**src/hdl/amg_map.svh**
```systemverilog
`ifndef AMG_MAP_SVH
`define AMG_MAP_SVH

// Reset value of the protect state (permissive)
`define AMG_PROT_RST     1'b0
// Default region bounds (byte addresses, 16-bit space)
`define AMG_RAM_BASE     16'h0000
`define AMG_RAM_LIMIT    16'h0fff
`define AMG_OSSTK_BASE   16'h0000
`define AMG_OSSTK_LIMIT  16'h00ff
`define AMG_OSWRK_BASE   16'h0100
`define AMG_OSWRK_LIMIT  16'h01ff
`define AMG_CPRAM_BASE   16'h0e00
`define AMG_CPRAM_LIMIT  16'h0fff
`define AMG_APP_BASE     16'h8000
`define AMG_APP_LIMIT    16'hbfff
`define AMG_CALL_BASE    16'hf000
`define AMG_CALL_LIMIT   16'hf0ff
`define AMG_RET_BASE     16'hf100
`define AMG_RET_LIMIT    16'hf1ff
`define AMG_IRQ_BASE     16'hf200
`define AMG_IRQ_LIMIT    16'hf2ff
// Index of the system control register among general purpose registers
`define AMG_SYSREG_IDX   4'h0

`endif

```
**src/hdl/amg_pkg.sv**
```systemverilog
package amg_pkg;
  typedef enum logic [1:0] {
    AMG_XFER_NONE = 2'b00,
    AMG_XFER_CALL = 2'b01,
    AMG_XFER_RET  = 2'b10,
    AMG_XFER_IRQ  = 2'b11
  } amg_xfer_e;
  typedef logic [15:0] amg_addr_t;
endpackage : amg_pkg

```
**src/hdl/amg_range.sv**
```systemverilog
`timescale 1ns/1ps
module amg_range #(
  parameter int AW = 16
) (
  // Address under test and bounds
  input  wire logic [AW-1:0] addr_i,
  input  wire logic [AW-1:0] base_i,
  input  wire logic [AW-1:0] limit_i,
  // Result
  output logic               hit_o
);
  assign hit_o = (addr_i >= base_i) && (addr_i <= limit_i);
endmodule : amg_range

```
**src/hdl/amg_guard.sv**
```systemverilog
// Function
// - With protection on, RAM access passes outside reserved regions.
// - With protection on, the OS stack region of RAM is blocked.
// - With protection on, the OS working region of RAM is blocked.
// - With protection on, shared coprocessor RAM needs its enable.
// - With protection on, other memory is refused save the exceptions.
// - With protection on, application memory is read-only.
// - With protection on, every register but the system one is open.
// - A turn-on request is honoured only from unprotected code.
// - A protected call into the call entry region turns protection off.
// - A protected return into its entry region turns protection off.
// - Interrupt entry turns protection off; calls, returns and reset can clear it too.
// - With protection off, every access is allowed.
// - After reset protection is off until unprotected code enables it.
`timescale 1ns/1ps
`include "amg_map.svh"
module amg_guard
  import amg_pkg::*;
#(
  parameter int AW = 16,
  parameter int DW = 16,
  parameter int RW = 4
) (
  // Clock and reset
  input  wire logic          core_clk_i,
  input  wire logic          rst_n_i,
  // CPU memory request
  input  wire logic          mem_req_i,
  input  wire logic          mem_we_i,
  input  wire logic [AW-1:0] mem_addr_i,
  input  wire logic [DW-1:0] mem_wdata_i,
  input  wire logic          reg_req_i,
  input  wire logic          reg_we_i,
  input  wire logic [RW-1:0] reg_idx_i,
  // Read data from memories and registers
  input  wire logic [DW-1:0] mem_rdata_i,
  input  wire logic [DW-1:0] reg_rdata_i,
  // Control flow events
  input  wire logic          prot_on_req_i,
  input  wire logic          protected_call_instruction_i,
  input  wire logic          protected_return_instruction_i,
  input  wire logic          irq_entry_i,
  input  wire logic [AW-1:0] target_addr_i,
  input  wire logic          cpram_en_i,
  // Downstream strobes
  output logic               mem_req_o,
  output logic               mem_we_o,
  output logic [AW-1:0]      mem_addr_o,
  output logic [DW-1:0]      mem_wdata_o,
  output logic               reg_req_o,
  output logic               reg_we_o,
  output logic [RW-1:0]      reg_idx_o,
  // Answer to the CPU
  output logic [DW-1:0]      rdata_o,
  output logic               deny_o,
  output logic               prot_on_o
);

  if (AW != 16) begin : g_bad_aw
    $error("amg_guard: AW must be 16");
  end
  if (RW < 1 || DW < 1) begin : g_bad_width
    $error("amg_guard: bad width");
  end

  typedef struct packed {
    logic          prot;
    logic          deny;
    logic          was_read;
    logic          reg_side;
    logic          req;
    logic          we;
    logic [AW-1:0] addr;
    logic [DW-1:0] wdata;
    logic          rreq;
    logic          rwe;
    logic [RW-1:0] ridx;
  } amg_state_s;

  amg_state_s st_r;
  amg_state_s st_nxt;
  logic       rst_s1_r;
  logic       rst_s2_r;
  logic       rst_n;

  // Reset release through two flops
  always_ff @(posedge core_clk_i or negedge rst_n_i) begin
    if (!rst_n_i) begin
      rst_s1_r <= 1'b0;
      rst_s2_r <= 1'b0;
    end else begin
      rst_s1_r <= 1'b1;
      rst_s2_r <= rst_s1_r;
    end
  end
  assign rst_n = rst_s2_r;

  logic hit_ram;
  logic hit_stk;
  logic hit_wrk;
  logic hit_cp;
  logic hit_app;
  logic hit_call;
  logic hit_ret;
  logic hit_irq;

  amg_range #(.AW(AW)) u_ram (
    .addr_i (mem_addr_i),
    .base_i (`AMG_RAM_BASE),
    .limit_i(`AMG_RAM_LIMIT),
    .hit_o  (hit_ram)
  );
  amg_range #(.AW(AW)) u_stk (
    .addr_i (mem_addr_i),
    .base_i (`AMG_OSSTK_BASE),
    .limit_i(`AMG_OSSTK_LIMIT),
    .hit_o  (hit_stk)
  );
  amg_range #(.AW(AW)) u_wrk (
    .addr_i (mem_addr_i),
    .base_i (`AMG_OSWRK_BASE),
    .limit_i(`AMG_OSWRK_LIMIT),
    .hit_o  (hit_wrk)
  );
  amg_range #(.AW(AW)) u_cp (
    .addr_i (mem_addr_i),
    .base_i (`AMG_CPRAM_BASE),
    .limit_i(`AMG_CPRAM_LIMIT),
    .hit_o  (hit_cp)
  );
  amg_range #(.AW(AW)) u_app (
    .addr_i (mem_addr_i),
    .base_i (`AMG_APP_BASE),
    .limit_i(`AMG_APP_LIMIT),
    .hit_o  (hit_app)
  );
  amg_range #(.AW(AW)) u_call (
    .addr_i (target_addr_i),
    .base_i (`AMG_CALL_BASE),
    .limit_i(`AMG_CALL_LIMIT),
    .hit_o  (hit_call)
  );
  amg_range #(.AW(AW)) u_ret (
    .addr_i (target_addr_i),
    .base_i (`AMG_RET_BASE),
    .limit_i(`AMG_RET_LIMIT),
    .hit_o  (hit_ret)
  );
  amg_range #(.AW(AW)) u_irq (
    .addr_i (target_addr_i),
    .base_i (`AMG_IRQ_BASE),
    .limit_i(`AMG_IRQ_LIMIT),
    .hit_o  (hit_irq)
  );

  logic      mem_ok;
  logic      reg_ok;
  logic      call_off;
  logic      ret_off;
  amg_xfer_e xfer;

  always_comb begin
    mem_ok = 1'b0;
    if (!st_r.prot) begin
      mem_ok = 1'b1;
    end else if (hit_ram) begin
      mem_ok = !hit_stk && !hit_wrk
               && (!hit_cp || cpram_en_i);
    end else if (hit_app) begin
      mem_ok = !mem_we_i;
    end else begin
      mem_ok = 1'b0;
    end
    reg_ok = !st_r.prot
             || (reg_idx_i != RW'(`AMG_SYSREG_IDX));
  end

  assign call_off = protected_call_instruction_i && hit_call;
  assign ret_off  = protected_return_instruction_i && hit_ret;

  always_comb begin
    if (irq_entry_i) xfer = AMG_XFER_IRQ;
    else if (call_off) xfer = AMG_XFER_CALL;
    else if (ret_off) xfer = AMG_XFER_RET;
    else xfer = AMG_XFER_NONE;
  end

  always_comb begin
    st_nxt = st_r;
    unique case (xfer)
      AMG_XFER_IRQ,
      AMG_XFER_CALL,
      AMG_XFER_RET: st_nxt.prot = 1'b0;
      AMG_XFER_NONE: begin
        if (prot_on_req_i && !st_r.prot) begin
          st_nxt.prot = 1'b1;
        end
      end
    endcase
    // Requests pass one cycle late, gated by the check
    st_nxt.req      = mem_req_i && mem_ok;
    st_nxt.we       = mem_req_i && mem_we_i && mem_ok;
    st_nxt.addr     = mem_addr_i;
    st_nxt.wdata    = mem_wdata_i;
    st_nxt.rreq     = reg_req_i && reg_ok;
    st_nxt.rwe      = reg_req_i && reg_we_i && reg_ok;
    st_nxt.ridx     = reg_idx_i;
    st_nxt.deny     = (mem_req_i && !mem_ok) || (reg_req_i && !reg_ok);
    st_nxt.reg_side = reg_req_i;
    st_nxt.was_read = (mem_req_i && !mem_we_i && mem_ok)
                      || (reg_req_i && !reg_we_i && reg_ok);
  end

  always_ff @(posedge core_clk_i or negedge rst_n) begin
    if (!rst_n) begin
      st_r      <= '0;
      st_r.prot <= `AMG_PROT_RST;
    end else begin
      st_r <= st_nxt;
    end
  end

  assign mem_req_o   = st_r.req;
  assign mem_we_o    = st_r.we;
  assign mem_addr_o  = st_r.addr;
  assign mem_wdata_o = st_r.wdata;
  assign reg_req_o   = st_r.rreq;
  assign reg_we_o    = st_r.rwe;
  assign reg_idx_o   = st_r.ridx;
  assign deny_o      = st_r.deny;
  assign prot_on_o   = st_r.prot;
  // Denied or idle cycles read as zero
  assign rdata_o = !st_r.was_read ? '0 :
                   (st_r.reg_side ? reg_rdata_i : mem_rdata_i);

  a_stack_block: assert property (
    @(posedge core_clk_i) disable iff (!rst_n)
    st_r.prot && mem_req_i && hit_stk |=> !mem_req_o && deny_o)
    else $error("OS stack access passed");
  a_work_block: assert property (
    @(posedge core_clk_i) disable iff (!rst_n)
    st_r.prot && mem_req_i && hit_wrk |=> !mem_req_o)
    else $error("OS work access passed");
  a_cpram_gate: assert property (
    @(posedge core_clk_i) disable iff (!rst_n)
    st_r.prot && mem_req_i && hit_cp && !cpram_en_i |=> !mem_req_o)
    else $error("Shared RAM passed while disabled");
  a_ram_open: assert property (
    @(posedge core_clk_i) disable iff (!rst_n)
    mem_req_i && hit_ram && !hit_stk && !hit_wrk && !hit_cp |=> mem_req_o)
    else $error("Plain RAM access blocked");
  a_app_readonly: assert property (
    @(posedge core_clk_i) disable iff (!rst_n)
    st_r.prot && mem_req_i && hit_app |=> (mem_req_o != $past(mem_we_i)))
    else $error("Application area policy broken");
  a_other_denied: assert property (
    @(posedge core_clk_i) disable iff (!rst_n)
    st_r.prot && mem_req_i && !hit_ram && !hit_app |=> !mem_req_o)
    else $error("Non-RAM access passed");
  a_sysreg_shut: assert property (
    @(posedge core_clk_i) disable iff (!rst_n)
    st_r.prot && reg_req_i |=> reg_req_o == ($past(reg_idx_i) != '0))
    else $error("Register policy broken");
  a_off_open: assert property (
    @(posedge core_clk_i) disable iff (!rst_n)
    !st_r.prot && (mem_req_i || reg_req_i) |=> !deny_o)
    else $error("Access denied while unprotected");
  a_on_only_off: assert property (
    @(posedge core_clk_i) disable iff (!rst_n)
    !prot_on_o ##1 prot_on_o |-> $past(prot_on_req_i))
    else $error("Protection set without request");
  a_clear_paths: assert property (
    @(posedge core_clk_i) disable iff (!rst_n)
    prot_on_o ##1 !prot_on_o |-> $past(irq_entry_i || call_off || ret_off))
    else $error("Protection cleared by other path");
  a_call_clears: assert property (
    @(posedge core_clk_i) disable iff (!rst_n)
    call_off |=> !prot_on_o)
    else $error("Protected call kept protection");
  a_ret_clears: assert property (
    @(posedge core_clk_i) disable iff (!rst_n)
    ret_off |=> !prot_on_o)
    else $error("Protected return kept protection");
  a_deny_zero: assert property (
    @(posedge core_clk_i) disable iff (!rst_n)
    deny_o |-> rdata_o == '0 && !mem_we_o && !reg_we_o)
    else $error("Denied access leaked");
  a_reset_off: assert property (
    @(posedge core_clk_i)
    $rose(rst_n) |-> !prot_on_o)
    else $error("Protection on after reset");

  c_prot_on: cover property (@(posedge core_clk_i) disable iff (!rst_n)
    $rose(prot_on_o));
  c_call_off: cover property (@(posedge core_clk_i) disable iff (!rst_n)
    prot_on_o && call_off);
  c_irq_off: cover property (@(posedge core_clk_i) disable iff (!rst_n)
    prot_on_o && irq_entry_i);
  c_denied: cover property (@(posedge core_clk_i) disable iff (!rst_n)
    deny_o);
  c_irq_vector: cover property (@(posedge core_clk_i) disable iff (!rst_n)
    prot_on_o && irq_entry_i && hit_irq);

endmodule : amg_guard

```
**config.mk**
```make
export PLATFORM = sky130hd
export DESIGN_NAME = amg_guard
export DESIGN_NICKNAME = d
export VERILOG_FILES = /design/src/hdl/amg_pkg.sv /design/src/hdl/amg_range.sv /design/src/hdl/amg_guard.sv
export VERILOG_INCLUDE_DIRS = /design/src /design/src/hdl
export SDC_FILE = /design/constraint.sdc
export NUM_CORES = 1
export LEC_CHECK = 0
export BUFFER_PORTS_ARGS = -buffer_cell sky130_fd_sc_hd__buf_2
export CORE_MARGIN = 2
export CORE_UTILIZATION = 40
export DETAILED_ROUTE_END_ITERATION = 7
export GPL_ROUTABILITY_DRIVEN = 0
export PLACE_DENSITY_LB_ADDON = 0.2
export RECOVER_POWER = 25
export SLEW_MARGIN = 0
export SYNTH_ARGS = -nofsm -noshare
export SYNTH_HDL_FRONTEND = slang
export SYNTH_HIERARCHICAL = 1
export SYNTH_SLANG_ARGS = --single-unit
```
**constraint.sdc**
```tcl
create_clock -name core_clk_i -period 1.6 [get_ports core_clk_i]
set_input_delay 0.32 -clock core_clk_i [delete_from_list [all_inputs] [get_ports core_clk_i]]
set_output_delay 0.32 -clock core_clk_i [all_outputs]
set_load 0.01 [all_outputs]
```
==> out/qor_table.md <==
| Item | This run |
|---|---|
| Routed length on met2 | 8200 um |
| Layout cells sized above 1 | 0.262 |
| Net switching power | 1.68 mW |
| Endpoint class of the critical path | flip-flop |
| Portion of total power attributed to sequential cells | 0.260 |
| Worst min-delay path category | in2reg |
| Post-DR wirelength/cell | 10.9 um |
| Clock latency on the worst-skew pair | 0.28 ns |
| Leak pwr | 6.08 nW |
| Violations in the final reports | negative setup slack |
| Crit-path max cell delay | 0.38 ns |
| Met3 wirelength from detailed routing | 632 um |
| Origin of the worst min-delay path | mem_wdata_i[12] |
| Number of input and output port buffers inserted | 152 |
| Top cell by count, worst path | sky130_fd_sc_hd__buf_12 |
| Relative area change from synthesis to final layout | 45.7% |
| Nets | 1675 |
| Clock transition at path regs | 0.06 ns |
| Largest vdd supply drop | 384 uV |
| CTS root buf | sky130_fd_sc_hd__clkbuf_16 |
| Part of the total power dissipated in the clock network | 0.239 |
| Count of warnings emitted by yosys | 6 |
| Number of nets with antenna violations after routing | 0 |
| Worst Setup Path Type | in2reg |
| Worst hold path stage count | 1 |
| Total vias in the final route | 6893 |
| Fin. max-slew vios | 0 |
| Overall routing resource usage | 0.180 |
| Filler cell count in the final layout | 1691 |
| Switching share of total power | 0.348 |
| Antenna diode instance count | 0 |
| Area taken by multi-input logic gates | 6680 um^2 |
| PnR worst setup slack | -0.476 ns |
| Number of H-tree branching levels | 2 |
| Via count of the first global-routing pass | 6589 |
| Final Util | 0.589 |
| Setup slack, reg-to-reg | 0.37 ns |
| Kind of launch point of the worst setup path | input port |
| Ratio of routed vias to standard cells | 4.33 |
| Required time reported for the critical path endpoint | 1.77 ns |
| Largest net degree at the start of global routing | 36 |
| Crit-path max FO | 6 |
| FF-to-FF path depth | 3 |
| 1st-iter DRT viols | 165 |
| Destination of the worst hold path | mem_wdata_o[12] |
| Clock period minus final worst setup slack | 2.08 ns |
| Inserted Clock Buffers | 5 |
| Floorplan die width | 141 um |
| Aggregate routed wire length | 17400 um |
| Max Freq | 482 MHz |
| Maximum Capacitance Violations | 0 |
| CP max stage cell | sky130_fd_sc_hd__a2111o_1 |
| Total internal power | 3.15 mW |
| Clock sink count | 46 |
| Overall die height | 141 um |
| Core area | 18500 um^2 |
| Status | finished with violations |
| Remaining Overflow, GRT | 0 |
| Metal1 wirelength | 8400 um |
| Highest routing layer actually used | met4 |
| Number of buffers on the longest clock path | 2 |
| IO Pins | 153 |
| Number of hold-slack violations in the final timing report | 0 |
| Effective utilization at floorplan | 0.404 |
| Buffers and inverters on the worst path | 2 |
| Residual DRC | 0 |
| Combinational fraction of design power | 0.501 |
| Worst hold-check slack | 0.137 ns |
| Global-route wire length before repair | 29800 um |
| Gate count after technology mapping | 910 |
| Capturing point of the worst reg2reg path | st_r[41] |
| Synth Cell Area | 7490 um^2 |
| Initial antenna violation count | 0 |
| Storage cell area | 1150 um^2 |
| Endpoint arrival time on the critical path | 2.24 ns |
| HPWL after detailed placement | 14700 um |
| Die Outline Area | 19800 um^2 |
| TritonCTS clock tree | yes |
| Endpoints failing setup | 5 |
| Pre-Repair DR Iteration Count | 4 |
| Synthesized area per cell | 8.23 um^2 |
| Post-synthesis sequential area ratio | 0.154 |
| Share of the cycle needed by the critical path after routing | 1.30 |
| RSZ-0062 raised after global routing | true |
| Power density cells | 443 nW/um^2 |
| Launch point of the worst path | mem_addr_i[1] |
| Launch point of the worst reg-to-reg path | prot_on_o |
| Ordered list of cells on the worst path | buf_12 > buf_12 > ha_4 > nor2b_1 > o211ai_1 > a2111o_1 > o211a_1 > o32a_1 > nor3b_4 > a211oi_2 > a22o_1 |
| Number of distinct library cell variants in the gate-level netlist after synthesis | 31 |
| Final setup skew | 0.00462 ns |
| Register bit count reported by yosys | 46 |
| Row cnt | 50 |
| Top cell family by delay on the critical path | compound AO/OA/AOI/OAI gates |
[layout by cell type, fill, tap and decap left out, types with 6 or more instances in the layout]
cell type / n
sky130_fd_sc_hd__o211ai_1: 7
sky130_fd_sc_hd__nand4_1: 21
sky130_fd_sc_hd__a2111o_1: 7
sky130_fd_sc_hd__o21ai_1: 19
sky130_fd_sc_hd__nor4_1: 12
sky130_fd_sc_hd__nor3b_1: 7
sky130_fd_sc_hd__o32a_1: 7
sky130_fd_sc_hd__clkbuf_16: 6
sky130_fd_sc_hd__ha_4: 39
sky130_fd_sc_hd__a21oi_1: 68
sky130_fd_sc_hd__a211oi_1: 6
sky130_fd_sc_hd__nor2_1: 25
sky130_fd_sc_hd__a21oi_2: 10
sky130_fd_sc_hd__nand3_1: 14
sky130_fd_sc_hd__o21ai_0: 23
sky130_fd_sc_hd__buf_2: 128
sky130_fd_sc_hd__inv_1: 225
sky130_fd_sc_hd__o211a_1: 7
sky130_fd_sc_hd__nand2_1: 50
sky130_fd_sc_hd__mux2i_1: 15
sky130_fd_sc_hd__ha_1: 181
sky130_fd_sc_hd__nand4_4: 14
sky130_fd_sc_hd__buf_6: 12
sky130_fd_sc_hd__dfrtp_1: 45
sky130_fd_sc_hd__nor2b_1: 28
sky130_fd_sc_hd__conb_1: 225
sky130_fd_sc_hd__buf_4: 104
[worst reg2reg max path, stage by stage, from the launching register on]
cell,delay (ns)
sky130_fd_sc_hd__dfrtp_1,0.35
sky130_fd_sc_hd__or4b_4,0.49
sky130_fd_sc_hd__o21ai_4,0.16
sky130_fd_sc_hd__o32ai_1,0.10
[sequential cells by signal (all words and copies together) (netlist names)]
register / flops
reg_idx_o: 4
mem_we_o: 1
reg_we_o: 1
mem_addr_o: 16
rst_s1_r: 1
st_r: 2
reg_req_o: 1
prot_on_o: 1
rst_n: 1
mem_wdata_o: 16
mem_req_o: 1
deny_o: 1
[metal layers]
metal,vias up,global-route usage
li1,3761,-
met1,3003,0.239
met2,118,0.325
met3,11,0.0146
met4,0,0.0321
met5,-,0
[final cells by class]
type,count,area share
clock inverters,3,0.00402
well taps,234,0.0269
inverters,228,0.0787
clock buffers,5,0.0115
flip-flops and latches,46,0.106
multi-input cells,820,0.613
repair buffers,255,0.161
[cells in the mapped netlist (all sizes together)]
cell type  number  area share
clkbuf          1     0.00050
nand4          35       0.057
nor2b          30       0.025
nand2b          1     0.00084
ha            224        0.37
a22o            1      0.0012
conb            2      0.0010
a221oi          7      0.0082
or4b            1      0.0018
o211a           7      0.0094
nor3b           9      0.0090
buf            38       0.038
a211oi          9      0.0090
a21oi          78       0.052
nor2           25       0.013
o211ai          7      0.0070
a2111o          7       0.011
nand3          14      0.0094
o21ai          44       0.031
nor4           14       0.012
inv           228        0.11
dfrtp          46        0.15
o32a            7      0.0094
nand2          51       0.026
mux2i          16       0.021
o32ai           1      0.0012
nor3            7      0.0047
[cell families (layout without fill, tap and decap cells)]
group | after synthesis | after routing | share of synthesized area
multiplexers | 16 | 16 | 0.0214
AND/OR/NAND/NOR | 187 | 187 | 0.158
flip-flops | 46 | 46 | 0.154
buffers and inverters | 267 | 491 | 0.153
other | 2 | 225 | 0.00100
AO/OA/AOI/OAI | 168 | 168 | 0.139
adder cells (fa/ha/maj) | 224 | 224 | 0.374
[worst max path at each step]
stage	endpoint	slack, ns	cells past startpoint
global route	deny_o	-0.56	11
detailed placement	deny_o	-0.93	10
global placement	deny_o	-0.91	10
CTS	deny_o	-0.45	11
floorplan	deny_o	-0.36	9
finish	deny_o	-0.48	11
[repair_timing]
action,4_1_cts,5_1_grt
hold endpoints to repair,2,0
endpoints found under the setup margin,6,19
gates resized for setup,75,46
gates cloned,2,0
buffers inserted,2,2
pin swaps,37,18
hold buffers,1,0
[per-stage QoR]
| step | power [mW] | worst slack, ns | area, um^2 | instances | setup TNS [ns] |
|---|---|---|---|---|---|
| floorplan | 2.66 | -0.355 | 8560 | 1133 | -1.27 |
| global placement | 3.39 | -0.908 | 10100 | 1577 | -3.98 |
| detailed placement | 3.43 | -0.929 | 10100 | 1577 | -4.02 |
| CTS | 4.74 | -0.452 | 10700 | 1590 | -1.75 |
| global route | 5.26 | -0.563 | 10900 | 1591 | -2.65 |
| finish | 4.83 | -0.476 | 10900 | 1591 | -1.73 |
[power groups by stage]
stage	clock [mW]	combinational (mW)	sequential [mW]
after global routing	1.21	2.79	1.26
after floorplan	0	1.37	1.29
after CTS	1.18	2.30	1.26
final	1.15	2.42	1.25
after detailed placement	0	2.15	1.28
after global placement	0	2.11	1.28
No activity file was read; power rests on OpenSTA's default activity.
